File: src/logic/tdr_regs.svh
`ifndef TDR_REGS_SVH
`define TDR_REGS_SVH

// register indices as printed; byte address is index times four
`define TDR_OV_HIGH_IDX    16'h05C2
`define TDR_OV_LOW_IDX     16'h05C3
`define TDR_UV_HIGH_IDX    16'h05C4
`define TDR_UV_LOW_IDX     16'h05C5

// reset values
`define TDR_OV_HIGH_RST    8'h80
`define TDR_OV_LOW_RST     8'h00
`define TDR_UV_HIGH_RST    8'h80
`define TDR_UV_LOW_RST     8'h00

// threshold to dac output scale, 0.8 as numerator over denominator
`define TDR_SCALE_NUM      4'h4
`define TDR_SCALE_DEN      4'h5

// apb register index width; paddr_i itself is 18 bits
`define TDR_ADDR_W         16

`endif

File: src/logic/tdr_pkg.sv
package tdr_pkg;

    // one captured conversion from the auxiliary adc
    typedef struct packed {
        logic        valid;
        logic [15:0] result;
    } tdr_conv_s;

    // apb request as seen by the slave
    typedef struct packed {
        logic        psel;
        logic        penable;
        logic        pwrite;
        logic [15:0] paddr;
        logic [31:0] pwdata;
    } tdr_apb_req_s;

    // apb answer
    typedef struct packed {
        logic        pready;
        logic        pslverr;
        logic [31:0] prdata;
    } tdr_apb_rsp_s;

    // lock state of one high/low pair
    typedef enum logic [1:0] {
        TDR_OPEN   = 2'b01,
        TDR_LOCKED = 2'b10
    } tdr_lock_e;

    // state of one readback pair
    typedef struct packed {
        tdr_lock_e  lock;
        logic [7:0] high;
        logic [7:0] low;
    } tdr_pair_s;

endpackage

File: src/logic/tdr_top.sv
// Function
// - ov high byte, read-only at 0x05C2
// - ov low byte, read-only at 0x05C3
// - reported value is 0.8 of threshold
// - high read freezes low until both read
//
// Chosen here: register access over APB.
`timescale 1ns/10ps
`include "tdr_regs.svh"

module tdr_top (
    input  wire logic        clk_i,
    input  wire logic        rst_n_i,
    input  wire logic [15:0] ov_thresh_i,
    input  wire logic [15:0] uv_thresh_i,
    input  wire logic        ov_conv_i,
    input  wire logic        uv_conv_i,
    input  wire logic        psel_i,
    input  wire logic        penable_i,
    input  wire logic        pwrite_i,
    input  wire logic [17:0] paddr_i,
    input  wire logic [31:0] pwdata_i,
    output logic             pready_o,
    output logic             pslverr_o,
    output logic [31:0]      prdata_o
);

    // ------------------------------------------------------------
    // state
    // ------------------------------------------------------------
    typedef struct packed {
        logic        pready;
        logic        pslverr;
        logic [31:0] prdata;
    } tdr_state_s;

    tdr_state_s state_r;
    tdr_state_s state_nxt;

    tdr_pkg::tdr_conv_s ov_conv;
    tdr_pkg::tdr_conv_s uv_conv;
    tdr_pkg::tdr_pair_s ov_pair;
    tdr_pkg::tdr_pair_s uv_pair;
    logic [15:0]        idx;
    logic               setup;
    logic               rd_ov_high;
    logic               rd_ov_low;
    logic               rd_uv_high;
    logic               rd_uv_low;
    logic [19:0]        ov_prod;
    logic [19:0]        uv_prod;

    // ------------------------------------------------------------
    // dac output model: 0.8 times threshold
    // ------------------------------------------------------------
    assign ov_prod = 20'(ov_thresh_i) * 20'(`TDR_SCALE_NUM);
    assign uv_prod = 20'(uv_thresh_i) * 20'(`TDR_SCALE_NUM);
    assign ov_conv.valid  = ov_conv_i;
    assign ov_conv.result = 16'(ov_prod / 20'(`TDR_SCALE_DEN));
    assign uv_conv.valid  = uv_conv_i;
    assign uv_conv.result = 16'(uv_prod / 20'(`TDR_SCALE_DEN));

    // ------------------------------------------------------------
    // apb decode; read takes effect in setup, answer next cycle
    // ------------------------------------------------------------
    assign idx   = paddr_i[17:2];
    assign setup = psel_i && !penable_i && !pwrite_i
                   && paddr_i[1:0] == 2'h0;
    assign rd_ov_high = setup && idx == `TDR_OV_HIGH_IDX;
    assign rd_ov_low  = setup && idx == `TDR_OV_LOW_IDX;
    assign rd_uv_high = setup && idx == `TDR_UV_HIGH_IDX;
    assign rd_uv_low  = setup && idx == `TDR_UV_LOW_IDX;

    // readback pairs
    tdr_pair #(
        .HIGH_RST (`TDR_OV_HIGH_RST),
        .LOW_RST  (`TDR_OV_LOW_RST)
    ) u_ov_pair (
        .clk_i     (clk_i),
        .rst_n_i   (rst_n_i),
        .conv_i    (ov_conv),
        .rd_high_i (rd_ov_high),
        .rd_low_i  (rd_ov_low),
        .pair_o    (ov_pair)
    );

    tdr_pair #(
        .HIGH_RST (`TDR_UV_HIGH_RST),
        .LOW_RST  (`TDR_UV_LOW_RST)
    ) u_uv_pair (
        .clk_i     (clk_i),
        .rst_n_i   (rst_n_i),
        .conv_i    (uv_conv),
        .rd_high_i (rd_uv_high),
        .rd_low_i  (rd_uv_low),
        .pair_o    (uv_pair)
    );

    // ------------------------------------------------------------
    // bus answer: data captured in setup, pready in access
    // ------------------------------------------------------------
    always_comb begin
        state_nxt         = state_r;
        state_nxt.pready  = 1'b0;
        state_nxt.pslverr = 1'b0;
        if (psel_i && !penable_i) begin
            state_nxt.pready = 1'b1;
            state_nxt.prdata = 32'h0000_0000;
            if (pwrite_i || paddr_i[1:0] != 2'h0) begin
                state_nxt.pslverr = 1'b1; // all registers read-only
            end else begin
                unique case (idx)
                    `TDR_OV_HIGH_IDX:
                        state_nxt.prdata[7:0] = ov_pair.high;
                    `TDR_OV_LOW_IDX:
                        state_nxt.prdata[7:0] = ov_pair.low;
                    `TDR_UV_HIGH_IDX:
                        state_nxt.prdata[7:0] = uv_pair.high;
                    `TDR_UV_LOW_IDX:
                        state_nxt.prdata[7:0] = uv_pair.low;
                    default: state_nxt.pslverr = 1'b1;
                endcase
            end
        end
    end

    // state register
    always_ff @(posedge clk_i) begin
        if (!rst_n_i) begin
            state_r <= '0;
        end else begin
            state_r <= state_nxt;
        end
    end

    assign pready_o  = state_r.pready;
    assign pslverr_o = state_r.pslverr;
    assign prdata_o  = state_r.prdata;

endmodule

File: src/logic/tdr_pair.sv
`timescale 1ns/10ps
`include "tdr_regs.svh"

// one high/low readback pair with low-byte freeze
module tdr_pair #(
    parameter logic [7:0] HIGH_RST = 8'h80,
    parameter logic [7:0] LOW_RST  = 8'h00
) (
    input  wire logic                clk_i,
    input  wire logic                rst_n_i,
    input  wire tdr_pkg::tdr_conv_s  conv_i,
    input  wire logic                rd_high_i,
    input  wire logic                rd_low_i,
    output tdr_pkg::tdr_pair_s       pair_o
);

    tdr_pkg::tdr_pair_s pair_r;
    tdr_pkg::tdr_pair_s pair_nxt;

    // high byte always tracks; low byte held while locked
    always_comb begin
        pair_nxt = pair_r;
        if (conv_i.valid) begin
            pair_nxt.high = conv_i.result[15:8];
            if (pair_r.lock == tdr_pkg::TDR_OPEN && !rd_high_i) begin
                pair_nxt.low = conv_i.result[7:0];
            end
        end
        unique case (pair_r.lock)
            tdr_pkg::TDR_OPEN: begin
                if (rd_high_i) begin
                    pair_nxt.lock = tdr_pkg::TDR_LOCKED;
                end
            end
            tdr_pkg::TDR_LOCKED: begin
                if (rd_low_i) begin
                    pair_nxt.lock = tdr_pkg::TDR_OPEN;
                end
            end
            default: pair_nxt.lock = tdr_pkg::TDR_OPEN;
        endcase
    end

    // state register
    always_ff @(posedge clk_i) begin
        if (!rst_n_i) begin
            pair_r.lock <= tdr_pkg::TDR_OPEN;
            pair_r.high <= HIGH_RST;
            pair_r.low  <= LOW_RST;
        end else begin
            pair_r <= pair_nxt;
        end
    end

    assign pair_o = pair_r;

endmodule

File: config.mk
export PLATFORM = sky130hd
export DESIGN_NAME = tdr_top
export DESIGN_NICKNAME = d
export VERILOG_FILES = /design/src/logic/tdr_pkg.sv /design/src/logic/tdr_top.sv /design/src/logic/tdr_pair.sv
export VERILOG_INCLUDE_DIRS = /design/src /design/src/logic
export SDC_FILE = /design/constraint.sdc
export NUM_CORES = 1
export LEC_CHECK = 0
export ABC_AREA = 1
export ABC_CLOCK_PERIOD_IN_PS = 6350
export BUFFER_PORTS_ARGS = -buffer_cell sky130_fd_sc_hd__clkbuf_2
export CAP_MARGIN = 20
export CELL_PAD_IN_SITES_DETAIL_PLACEMENT = 0
export CELL_PAD_IN_SITES_GLOBAL_PLACEMENT = 1
export CORE_MARGIN = 5
export CORE_UTILIZATION = 34
export DETAILED_ROUTE_END_ITERATION = 16
export GPL_ROUTABILITY_DRIVEN = 0
export PLACE_DENSITY_LB_ADDON = 0.08
export SYNTH_ARGS = -nofsm -noshare
export SYNTH_HDL_FRONTEND = slang
export SYNTH_SLANG_ARGS = --single-unit
File: constraint.sdc
create_clock -name clk_i -period 6.35 [get_ports clk_i]
set_input_delay 0.635 -clock clk_i [delete_from_list [all_inputs] [get_ports clk_i]]
set_output_delay 0.635 -clock clk_i [all_outputs]
set_load 0.03 [all_outputs]
==> summary.txt, run 1 <==
CTS
  – Clock Pin Slew Worst Setup and Hold Paths: 0.06 ns
  – Max Root-Sink Buffers: 2
  – # H-tree levels: 2
  – CTS tree: yes
  – Post-cts hold buffer count: 0
  – Skew-Pair Late Insertion Delay: 0.29 ns
  – CTS root buffer: clkbuf_16
  – CTS Buf Count: 5
  – Clk sinks: 46

STA
  – Final Hold Fails: 0
  – Final setup vio count: 0
  – Slew Limit Fails: 0
  – Unrepaired setup endpoints after global routing: true
  – Setup ws final: 0.145 ns
  – Fmax: 161 MHz
  – Worst Skew: 0.00486 ns
  – Fin Setup TNS: 0 ns
  – Post-route clock period utilization: 97.7%
  – Fin crit period: 6.21 ns

Finish
  – Area growth syn-to-layout: 53.0%
  – Diode count: 0
  – Layout cells sized above 1: 49.6%
  – Fin util: 52.9%
  – Fillers: 1,473
  – Fin cells: 1,238
  – Most frequent cells in the layout: 150 x buf_4, 130 x inv_1, 114 x nand2_1, 96 x nand2_2, 75 x nand3_1
  – Final #Nets: 1,148
  – Most common cell after layout, fill and taps aside: buf_4

Floorplanning
  – Initial core utilization: 34.6%
  – Die height: 132 um
  – Area of the die: 17,300 um2
  – Io pins: 123
  – Chip width: 132 um
  – Core area: 14,500 um2
  – FP Rows: 44

Setup path
  – CP max stage delay: 0.27 ns
  – Req. time, crit path: 6.54 ns
  – Worst-path fanout max: 5
  – Critical path arrival: 6.40 ns
  – Path depth of the worst reg2reg path: 9
  – Type of origin of the critical path: input port
  – Slowest CP cell: ha_1
  – Critical path class: input port to flop
  – Crit. End Element: flop

Status
  – Status: finished clean

Min path
  – Worst hold path type: flop to flop
  – Hold path depth: 2

Synthesis
  – Mapped cell area: 5030 um2
  – Yosys cell types: 41
  – Synth warnings: 0
  – Yosys reg bits: 46
  – Seq/Total Area, Yosys: 18.3%
  – Cells after Synth: 837
  – Largest area contributor in the netlist: dfxtp_1
  – Avg Cell Area, Syn: 6.00 um2
  – Post-synth EDFFs: 0
  – Post-synth top flop: dfxtp_1
  – Synth top area cells: dfxtp_1 18%, nand2_1 13%, nand3_1 11%, inv_1 11%, nand2_2 10%
  – Post-synthesis async set-or-reset flop share: 0%
  – Synth top area share: 18.3%

Drt
  – Routed len/inst: 11.1 um
  – Drt pass-1 iters: 5
  – Drt via density: 4.57
  – Via count: 5,663
  – Drt total wl: 13,800 um
  – ANT nets after route: 0
  – DRT iter0 DRCs: 233
  – DRC Markers: 0

Global routing
  – Total track usage: 14.5%
  – Largest net degree at the start of global routing: 34
  – Overflow left after global routing: 0
  – Number of global-route vias before repair: 5,162
  – Initial antenna violation count: 0
  – First-pass GRT wire length: 22,500 um

Flow run
  – Max_cap viols: 0

Placed design
  – Place WS: -0.484 ns
  – Placed insts: 1,169
  – Final HPWL DP: 10,300 um
  – Port bufs: 66
[sequential cells by signal (all words and copies together), names as in the netlist]
register	flops
u_ov_pair.pair_o	18
u_uv_pair.pair_o	18
prdata_o	8
pready_o	1
pslverr_o	1
[stage by stage]
step           instance area (um2)  hold WS, ns
6_report                      7690        0.468
2_1_floorplan                 5110        0.443
4_1_cts                       6540        0.467
3_3_place_gp                  6130        0.455
5_1_grt                       7690        0.492
3_5_place_dp                  6130        0.458
[metal layers]
| layer | vias up | track usage [%] | wire length, um |
|---|---|---|---|
| met5 | - | 0 | 0 |
| met4 | 0 | 2.17 | 111 |
| met3 | 8 | 2.10 | 537 |
| met2 | 97 | 25.1 | 6890 |
| met1 | 2525 | 19.4 | 6260 |
| li1 | 3033 | - | - |
[path summary, 6_finish.rpt]
kind / from / end / slack, ns
min: prdata_o[3]$_SDFFE_PN0P_ / prdata_o[3]$_SDFFE_PN0P_ / 0.47
max: uv_thresh_i[14] / u_uv_pair.pair_o[0]$_SDFFE_PN0P_ / 0.14
max reg2reg: u_ov_pair.pair_o[17]$_SDFFE_PN0P_ / u_ov_pair.pair_o[0]$_SDFFE_PN0P_ / 4.86
min reg2reg: prdata_o[3]$_SDFFE_PN0P_ / prdata_o[3]$_SDFFE_PN0P_ / 0.47
[cell families (layout without fill, tap and decap cells)]
family	after synthesis	after routing	synth area share [%]
flops	46	46	18.3
simple gates	442	442	47.2
mux	3	3	0.597
xor+xnor	3	3	0.523
buf+inv	219	413	18.6
compound gates	117	117	13.1
fa+ha+maj	6	6	1.49
other cells	1	24	0.0746
[critical path, delay by kind of cell]
kind            cells  cell delay [ns]
compound gates      1             0.12
fa+ha+maj           2             0.51
buf+inv            14             0.99
simple gates       55             4.12
[layout make-up]
class                      instances  area (um2)  share of cell area, %
clock inverter                     2        37.5                  0.488
timing repair buffer             219        1530                   19.9
clock buffer                       6         129                   1.68
tap                              184         230                   2.99
sequential                        46         921                   12.0
multi-input combinational        595        4110                   53.4
inverter                         186         731                   9.50
[Yosys cell counts (2+ instances only)]
| master | count |
|---|---|
| inv_4 | 2 |
| mux2i_1 | 3 |
| buf_4 | 25 |
| nand2_2 | 81 |
| a21oi_1 | 43 |
| inv_2 | 34 |
| clkinv_1 | 2 |
| nand2_4 | 21 |
| o21bai_1 | 3 |
| nand2_1 | 177 |
| ha_1 | 6 |
| nand3_2 | 22 |
| dfxtp_1 | 46 |
| o22ai_1 | 16 |
| clkbuf_1 | 5 |
| nand3_1 | 109 |
| o21ai_2 | 4 |
| clkinv_2 | 3 |
| nor2_1 | 8 |
| nand4_1 | 6 |
| inv_1 | 145 |
| nor3_1 | 2 |
| xor2_1 | 3 |
| o211ai_1 | 9 |
| nor4_1 | 6 |
| o21ai_1 | 7 |
| o21ai_0 | 32 |
| nand3b_1 | 4 |
[repair_timing]
item / 4_1_cts / 5_1_grt
endpoints found under the setup margin: 2 / 6
pin swaps: 19 / 101
endpoints found under the hold margin: 0 / 0
cloned: 0 / 0
gates resized for setup: 33 / 206
setup buffers: 13 / 48
Power of run 1 is not shown: default switching activity piles up to over one toggle a cycle in this logic, so the estimate is an artifact.
==> run 2: changes to the inputs <==
ABC_AREA = not set   (was 1)
CORE_UTILIZATION = 38   (was 34)
CTS_BUF_LIST = sky130_fd_sc_hd__clkbuf_4   (was not set)
==> run 2 against run 1 <==
Effect of this change: clock-buffer cell count decreased by 1; worst setup slack improved by 0.35 ns; first-iteration DRC count increased by 130%; synthesized cell count increased by 13%; final cell count decreased by 1.7%; wire length increased by 48%; sequential share of layout area increased by 0.69 points; worst hold slack improved by 0.015 ns; via count increased by 30%; register-to-register slack got worse by 0.10 ns; cell area decreased by 5.4%; die area increased by 17%.
==> summary.txt, run 2 <==
Status
  – Status: finished clean

Finish
  – Most frequent cells in the layout: 97 x nor2_1, 70 x nand2_1, 66 x clkbuf_2, 61 x o21ai_0, 59 x a21oi_1
  – Layout cells sized above 1: 18.5%
  – Most common cell after layout, fill and taps aside: nor2_1
  – Fillers: 1,837
  – Final #Nets: 1,085
  – Fin util: 42.2%
  – Design Area, Final: 7270 um2
  – Area growth syn-to-layout: 9.60%

STA
  – Worst slew pin tran: 0.961 ns
  – Max_slew headroom: 35.8%
  – Post-route clock period utilization: 92.2%
  – Fmax: 171 MHz
  – Fin Setup TNS: 0 ns
  – Slew Limit Fails: 0
  – Unrepaired setup endpoints after global routing: false
  – Fin crit period: 5.85 ns
  – Worst Skew: 0.0121 ns
  – Final Hold Fails: 0
  – Final setup vio count: 0

Power
  – Internal Power: 0.000729 W
  – NetSw: 0.000619 W
  – Worst vdd ir: 0.0000613 V
  – P_leak: 2.80 nW
  – Sw Ratio: 45.9%
  – Power density over cell area: 185 nW/um2
  – Sequential power share: 24.5%
  – Combinational share of power: 62.3%
  – Clock power frac: 13.2%

Drt
  – DRC Markers: 0
  – Drt via density: 6.06
  – Drt pass-1 iters: 5
  – Via count: 7,373
  – DRT iter0 DRCs: 529
  – Drt total wl: 20,400 um
  – ANT nets after route: 0
  – Routed len/inst: 16.8 um

Setup path
  – Critical path class: input port to flop
  – Type of origin of the critical path: input port
  – Req. time, crit path: 6.62 ns
  – Worst reg-to-reg setup slack: 4.76 ns
  – Critical path arrival: 6.13 ns
  – Worst-path fanout max: 15
  – Crit. End Element: flop

Placed design
  – Final HPWL DP: 15,400 um
  – Port bufs: 66
  – DP Area: 7180 um2

Min path
  – Worst hold path type: flop to flop

CTS
  – Max Root-Sink Buffers: 2
  – Post-CTS setup repair buffer count: 0
  – Post-cts hold buffer count: 0
  – CTS tree: yes
  – Clk sinks: 46
  – Skew-Pair Late Insertion Delay: 0.38 ns
  – # H-tree levels: 2
  – CTS root buffer: clkbuf_4
  – CTS Buf Count: 5
  – Clock Pin Slew Worst Setup and Hold Paths: 0.13 ns
  – Post-CTS resize count: 0

Synthesis
  – Synth warnings: 0
  – Post-synth top flop: dfxtp_1
  – Top cells by count, synth: 97 x nor2_1, 70 x nand2_1, 61 x o21ai_0, 59 x a21oi_1, 46 x dfxtp_1
  – Seq/Total Area, Yosys: 13.9%
  – Post-synth EDFFs: 0
  – Yosys cell types: 118
  – Cells after Synth: 942
  – Synth top area cells: dfxtp_1 14%, nor2_1 5.5%, o21ai_0 4.6%, a21oi_1 4.5%, nand2_1 4.0%
  – Synth top area share: 13.9%
  – Count leader, synth: nor2_1
  – Avg Cell Area, Syn: 7.04 um2
  – Largest area contributor in the netlist: dfxtp_1
  – Yosys reg bits: 46
  – Post-synthesis async set-or-reset flop share: 0%
  – Mapped cell area: 6640 um2

Floorplanning
  – Core area: 17,200 um2
  – Area of the die: 20,200 um2
  – Chip width: 142 um
  – FP Rows: 48
  – Initial core utilization: 38.5%
  – Die height: 142 um
  – Io pins: 123

Global routing
  – Total track usage: 19.4%
  – Largest net degree at the start of global routing: 31
  – Initial antenna violation count: 1
  – Overflow left after global routing: 0
  – First-pass GRT wire length: 33,800 um
  – Number of global-route vias before repair: 6,701

Flow run
  – Max_cap viols: 0
==> run 2: cell count changes after synthesis, moves of 29 or more <==
cell | before | now
nand2_2 | 81 | 2
nand3_1 | 109 | 28
inv_1 | 145 | 32
o21ai_0 | 32 | 61
nand2_1 | 177 | 70
nor2_1 | 8 | 97
clkbuf_1 | 5 | 41
inv_2 | 34 | 0
==> run 2: final timing paths <==
kind / start / to / cells after the start
max: ov_thresh_i[14] / u_ov_pair.pair_o[0]$_SDFFE_PN0P_ / 25
min: u_ov_pair.pair_o[14]$_SDFFE_PN0P_ / u_ov_pair.pair_o[14]$_SDFFE_PN0P_ / 2
max reg2reg: u_ov_pair.pair_o[16]$_SDFFE_PN1P_ / u_ov_pair.pair_o[0]$_SDFFE_PN0P_ / 5
min reg2reg: u_ov_pair.pair_o[14]$_SDFFE_PN0P_ / u_ov_pair.pair_o[14]$_SDFFE_PN0P_ / 2
==> run 2: cell type report <==
cell class	instances	area, um2	share of cell area (%)
Sequential cell	46	921	12.7
Clock inverter	3	40.0	0.551
Clock buffer	5	37.5	0.516
Tap cell	225	282	3.87
Antenna cell	1	2.50	0.0344
Inverter	35	131	1.81
Multi-Input combinational cell	789	5160	71.0
Timing Repair Buffer	113	696	9.57
==> run 2: per-layer routing <==
metal  wire length (um)  track usage [%]  up-vias
li1                   -                -     3721
met4                277             4.29        0
met1               9690             27.2     3462
met2               9790             32.8      167
met3                658             1.34       23
met5                  0                0        -
==> run 2: through the flow <==
step	hold WS (ns)	worst slack (ns)	instances	power (W)
3_3_place_gp	0.459	0.0910	1207	0.00117
2_1_floorplan	0.436	0.766	965	0.000956
5_1_grt	0.520	0.0345	1217	0.00146
4_1_cts	0.482	0.522	1215	0.00135
6_report	0.482	0.498	1217	0.00135
3_5_place_dp	0.461	0.129	1207	0.00117
==> run 2: power by group through the flow <==
stage / Clock (W) / Sequential, W / Combinational, W
2_1_floorplan: 0 / 0.000328 / 0.000628
3_3_place_gp: 0 / 0.000338 / 0.000835
3_5_place_dp: 0 / 0.000338 / 0.000828
4_1_cts: 0.000182 / 0.000332 / 0.000833
5_1_grt: 0.000195 / 0.000334 / 0.000927
6_report: 0.000178 / 0.000331 / 0.000839
==> run 2: critical path: stages <==
cell and delay (ns):
clkbuf_2 0.22, or4_4 0.58, o22a_1 0.23, o2111a_1 0.22, nor2_2 0.33, a21oi_1 0.13, o31a_1 0.34, nor2_4 0.22
a211oi_1 0.11, or3_1 0.49, a2111oi_0 0.52, a311oi_1 0.12, o2111ai_2 0.28, inv_1 0.09, ha_1 0.20, or2_2 0.32
nand2_1 0.09, nand2_1 0.07, xnor2_1 0.14, ha_1 0.15, inv_1 0.05, a211oi_1 0.16, o21ai_0 0.13, a211oi_1 0.21
a21oi_1 0.09
==> run 2: cells by family after synthesis <==
family	synth area share, %
compound gates	43.6
simple gates	27.6
buf+inv	9.62
flops	13.9
xor+xnor	2.47
fa+ha+maj	1.58
mux	1.15
other cells	0.0565
Note: power is estimated with default switching activity, not from simulation.
==> run 3: changes to the inputs <==
ABC_CLOCK_PERIOD_IN_PS = 5200   (was 6350)
SKIP_LAST_GASP = 1   (was not set)
clock period = 5.2 ns   (was 6.35 ns; I/O delays follow)
==> run 3 against run 2 <==
Effect of this change: the flow now finishes with violations (negative setup slack); sequential power increased by 22%; critical path depth increased by 2; worst hold slack about the same; worst setup slack got worse by 0.53 ns; critical endpoint unchanged; largest cell class unchanged; largest power group unchanged.
==> summary.txt, run 3 (synthesized netlist as in run 2, its figures left out) <==
Setup path
  – Type of origin of the critical path: input port
  – Crit. End Element: flop
  – Critical path arrival: 5.47 ns
  – Req. time, crit path: 5.44 ns
  – Critical path class: input port to flop
  – Worst setup startpoint: ov_thresh_i[10]
  – Worst-path fanout max: 7
  – Path depth of the worst reg2reg path: 5
  – Reg-to-reg startpoint: u_ov_pair.pair_o[16]$_SDFFE_PN1P_

STA
  – Unrepaired setup endpoints after global routing: true
  – Fin crit period: 5.23 ns
  – Worst slew pin tran: 0.934 ns
  – Worst Skew: 0.00790 ns
  – Final setup vio count: 1
  – Slew Limit Fails: 0
  – Max_slew headroom: 37.7%
  – Setup ws final: -0.0295 ns
  – Fmax: 191 MHz
  – Post-route clock period utilization: 101%
  – Final Hold Fails: 0

Status
  – Status: finished, violations left
  – Failing checks: negative setup slack

Floorplanning
  – Core area: 17,200 um2
  – Io pins: 123
  – Die height: 142 um
  – Area of the die: 20,200 um2
  – Initial core utilization: 38.5%
  – FP Rows: 48
  – Chip width: 142 um

CTS
  – # H-tree levels: 2
  – Max Root-Sink Buffers: 2
  – Skew-Pair Late Insertion Delay: 0.35 ns
  – Clk sinks: 46
  – CTS root buffer: clkbuf_4
  – CTS tree: yes
  – Clock Pin Slew Worst Setup and Hold Paths: 0.12 ns
  – CTS Buf Count: 5

Power
  – Worst vdd ir: 0.000106 V
  – Pwr Total: 0.00215 W
  – P_leak: 4.06 nW
  – Power density over cell area: 218 nW/um2

Global routing
  – Initial antenna violation count: 1
  – First-pass GRT wire length: 37,500 um
  – Total track usage: 21.4%
  – Overflow left after global routing: 0
  – Largest net degree at the start of global routing: 31
  – Number of global-route vias before repair: 7,869

Placed design
  – Port bufs: 66
  – Placed insts: 1,375
  – Final HPWL DP: 17,600 um

Finish
  – Area growth syn-to-layout: 48.7%
  – Layout cells sized above 1: 42.1%
  – Fin cells: 1,437
  – Fillers: 1,607
  – Most common cell after layout, fill and taps aside: buf_4
  – Storage element area: 921 um2
  – Most frequent cells in the layout: 257 x buf_4, 93 x nor2_1, 62 x nand2_1, 59 x clkbuf_2, 57 x a21oi_1
  – Area of the multi-input gates: 6040 um2
  – Final #Nets: 1,305
  – Fin util: 57.2%

Drt
  – DRC Markers: 0
  – Drt total wl: 24,100 um
  – Drt pass-1 iters: 7
  – Drt via density: 5.93
  – Via count: 8,524
  – Routed len/inst: 16.8 um
  – ANT nets after route: 0
  – DRT iter0 DRCs: 586

Flow run
  – Max_cap viols: 0

Min path
  – Hold Crit Start: u_ov_pair.pair_o[14]$_SDFFE_PN0P_
  – Worst hold path type: flop to flop
  – Hold path depth: 2
## run 3: per-layer routing
metal,wire length (um),GRT usage [%]
met5,0,0
met4,380,4.44
met3,1110,1.68
met2,12300,38.6
met1,10300,27.9
## run 3: final cells by class
cell class	instances	share of cell area [%]
clock inverters	3	0.114
multi-input cells	789	61.2
flip-flops and latches	46	9.34
clock buffers	5	0.381
inverters	35	1.33
repair buffers	333	24.7
well taps	225	2.85
diodes	1	0.0254
## run 3: path summary, 6_finish.rpt
path                                            end  slack (ns)
setup / recovery   u_ov_pair.pair_o[0]$_SDFFE_PN0P_       -0.03
hold / removal    u_ov_pair.pair_o[14]$_SDFFE_PN0P_        0.48
setup reg to reg   u_ov_pair.pair_o[0]$_SDFFE_PN0P_        3.59
hold reg to reg   u_ov_pair.pair_o[14]$_SDFFE_PN0P_        0.48
## run 3: what timing repair did
action | 4_1_cts | 5_1_grt
setup endpoints to repair | 2 | 4
pin swaps | 19 | 85
gates resized for setup | 38 | 131
hold buffers | 0 | 0
buffers inserted | 9 | 44
## run 3: power by group
part	leakage (nW)	switching [W]	internal [W]	total, W
clock network	0.0277	0.000106	0.0000483	0.000154
logic	3.66	0.000817	0.000773	0.00159
registers	0.379	0.0000224	0.000382	0.000404
## run 3: metrics by stage
stage / instance area, um2 / setup WS [ns] / TNS, ns / hold WS [ns]
floorplan: 6940 / -0.0666 / -0.110 / 0.436
global placement: 8610 / -0.515 / -1.31 / 0.468
detailed placement: 8610 / -0.599 / -1.73 / 0.463
CTS: 8900 / 0.00694 / 0 / 0.483
global route: 9860 / -0.199 / -0.373 / 0.509
finish: 9860 / -0.0295 / -0.0295 / 0.482
## run 3: critical path, cell delays in order
cell	delay (ns)
buf_12	0.11
or4_4	0.53
o22a_1	0.25
o2111a_2	0.18
buf_4	0.15
o32ai_1	0.24
o2111ai_1	0.19
o31a_1	0.19
buf_4	0.16
nor3_2	0.16
nand2_1	0.10
a32o_1	0.34
a2111oi_1	0.42
o21ai_0	0.19
o2111ai_2	0.15
inv_2	0.09
ha_4	0.17
or2_4	0.24
nand2_4	0.07
nand2_4	0.05
xnor2_2	0.16
ha_2	0.19
inv_2	0.04
a211oi_2	0.18
o21ai_1	0.10
a211oi_1	0.20
a21oi_1	0.10
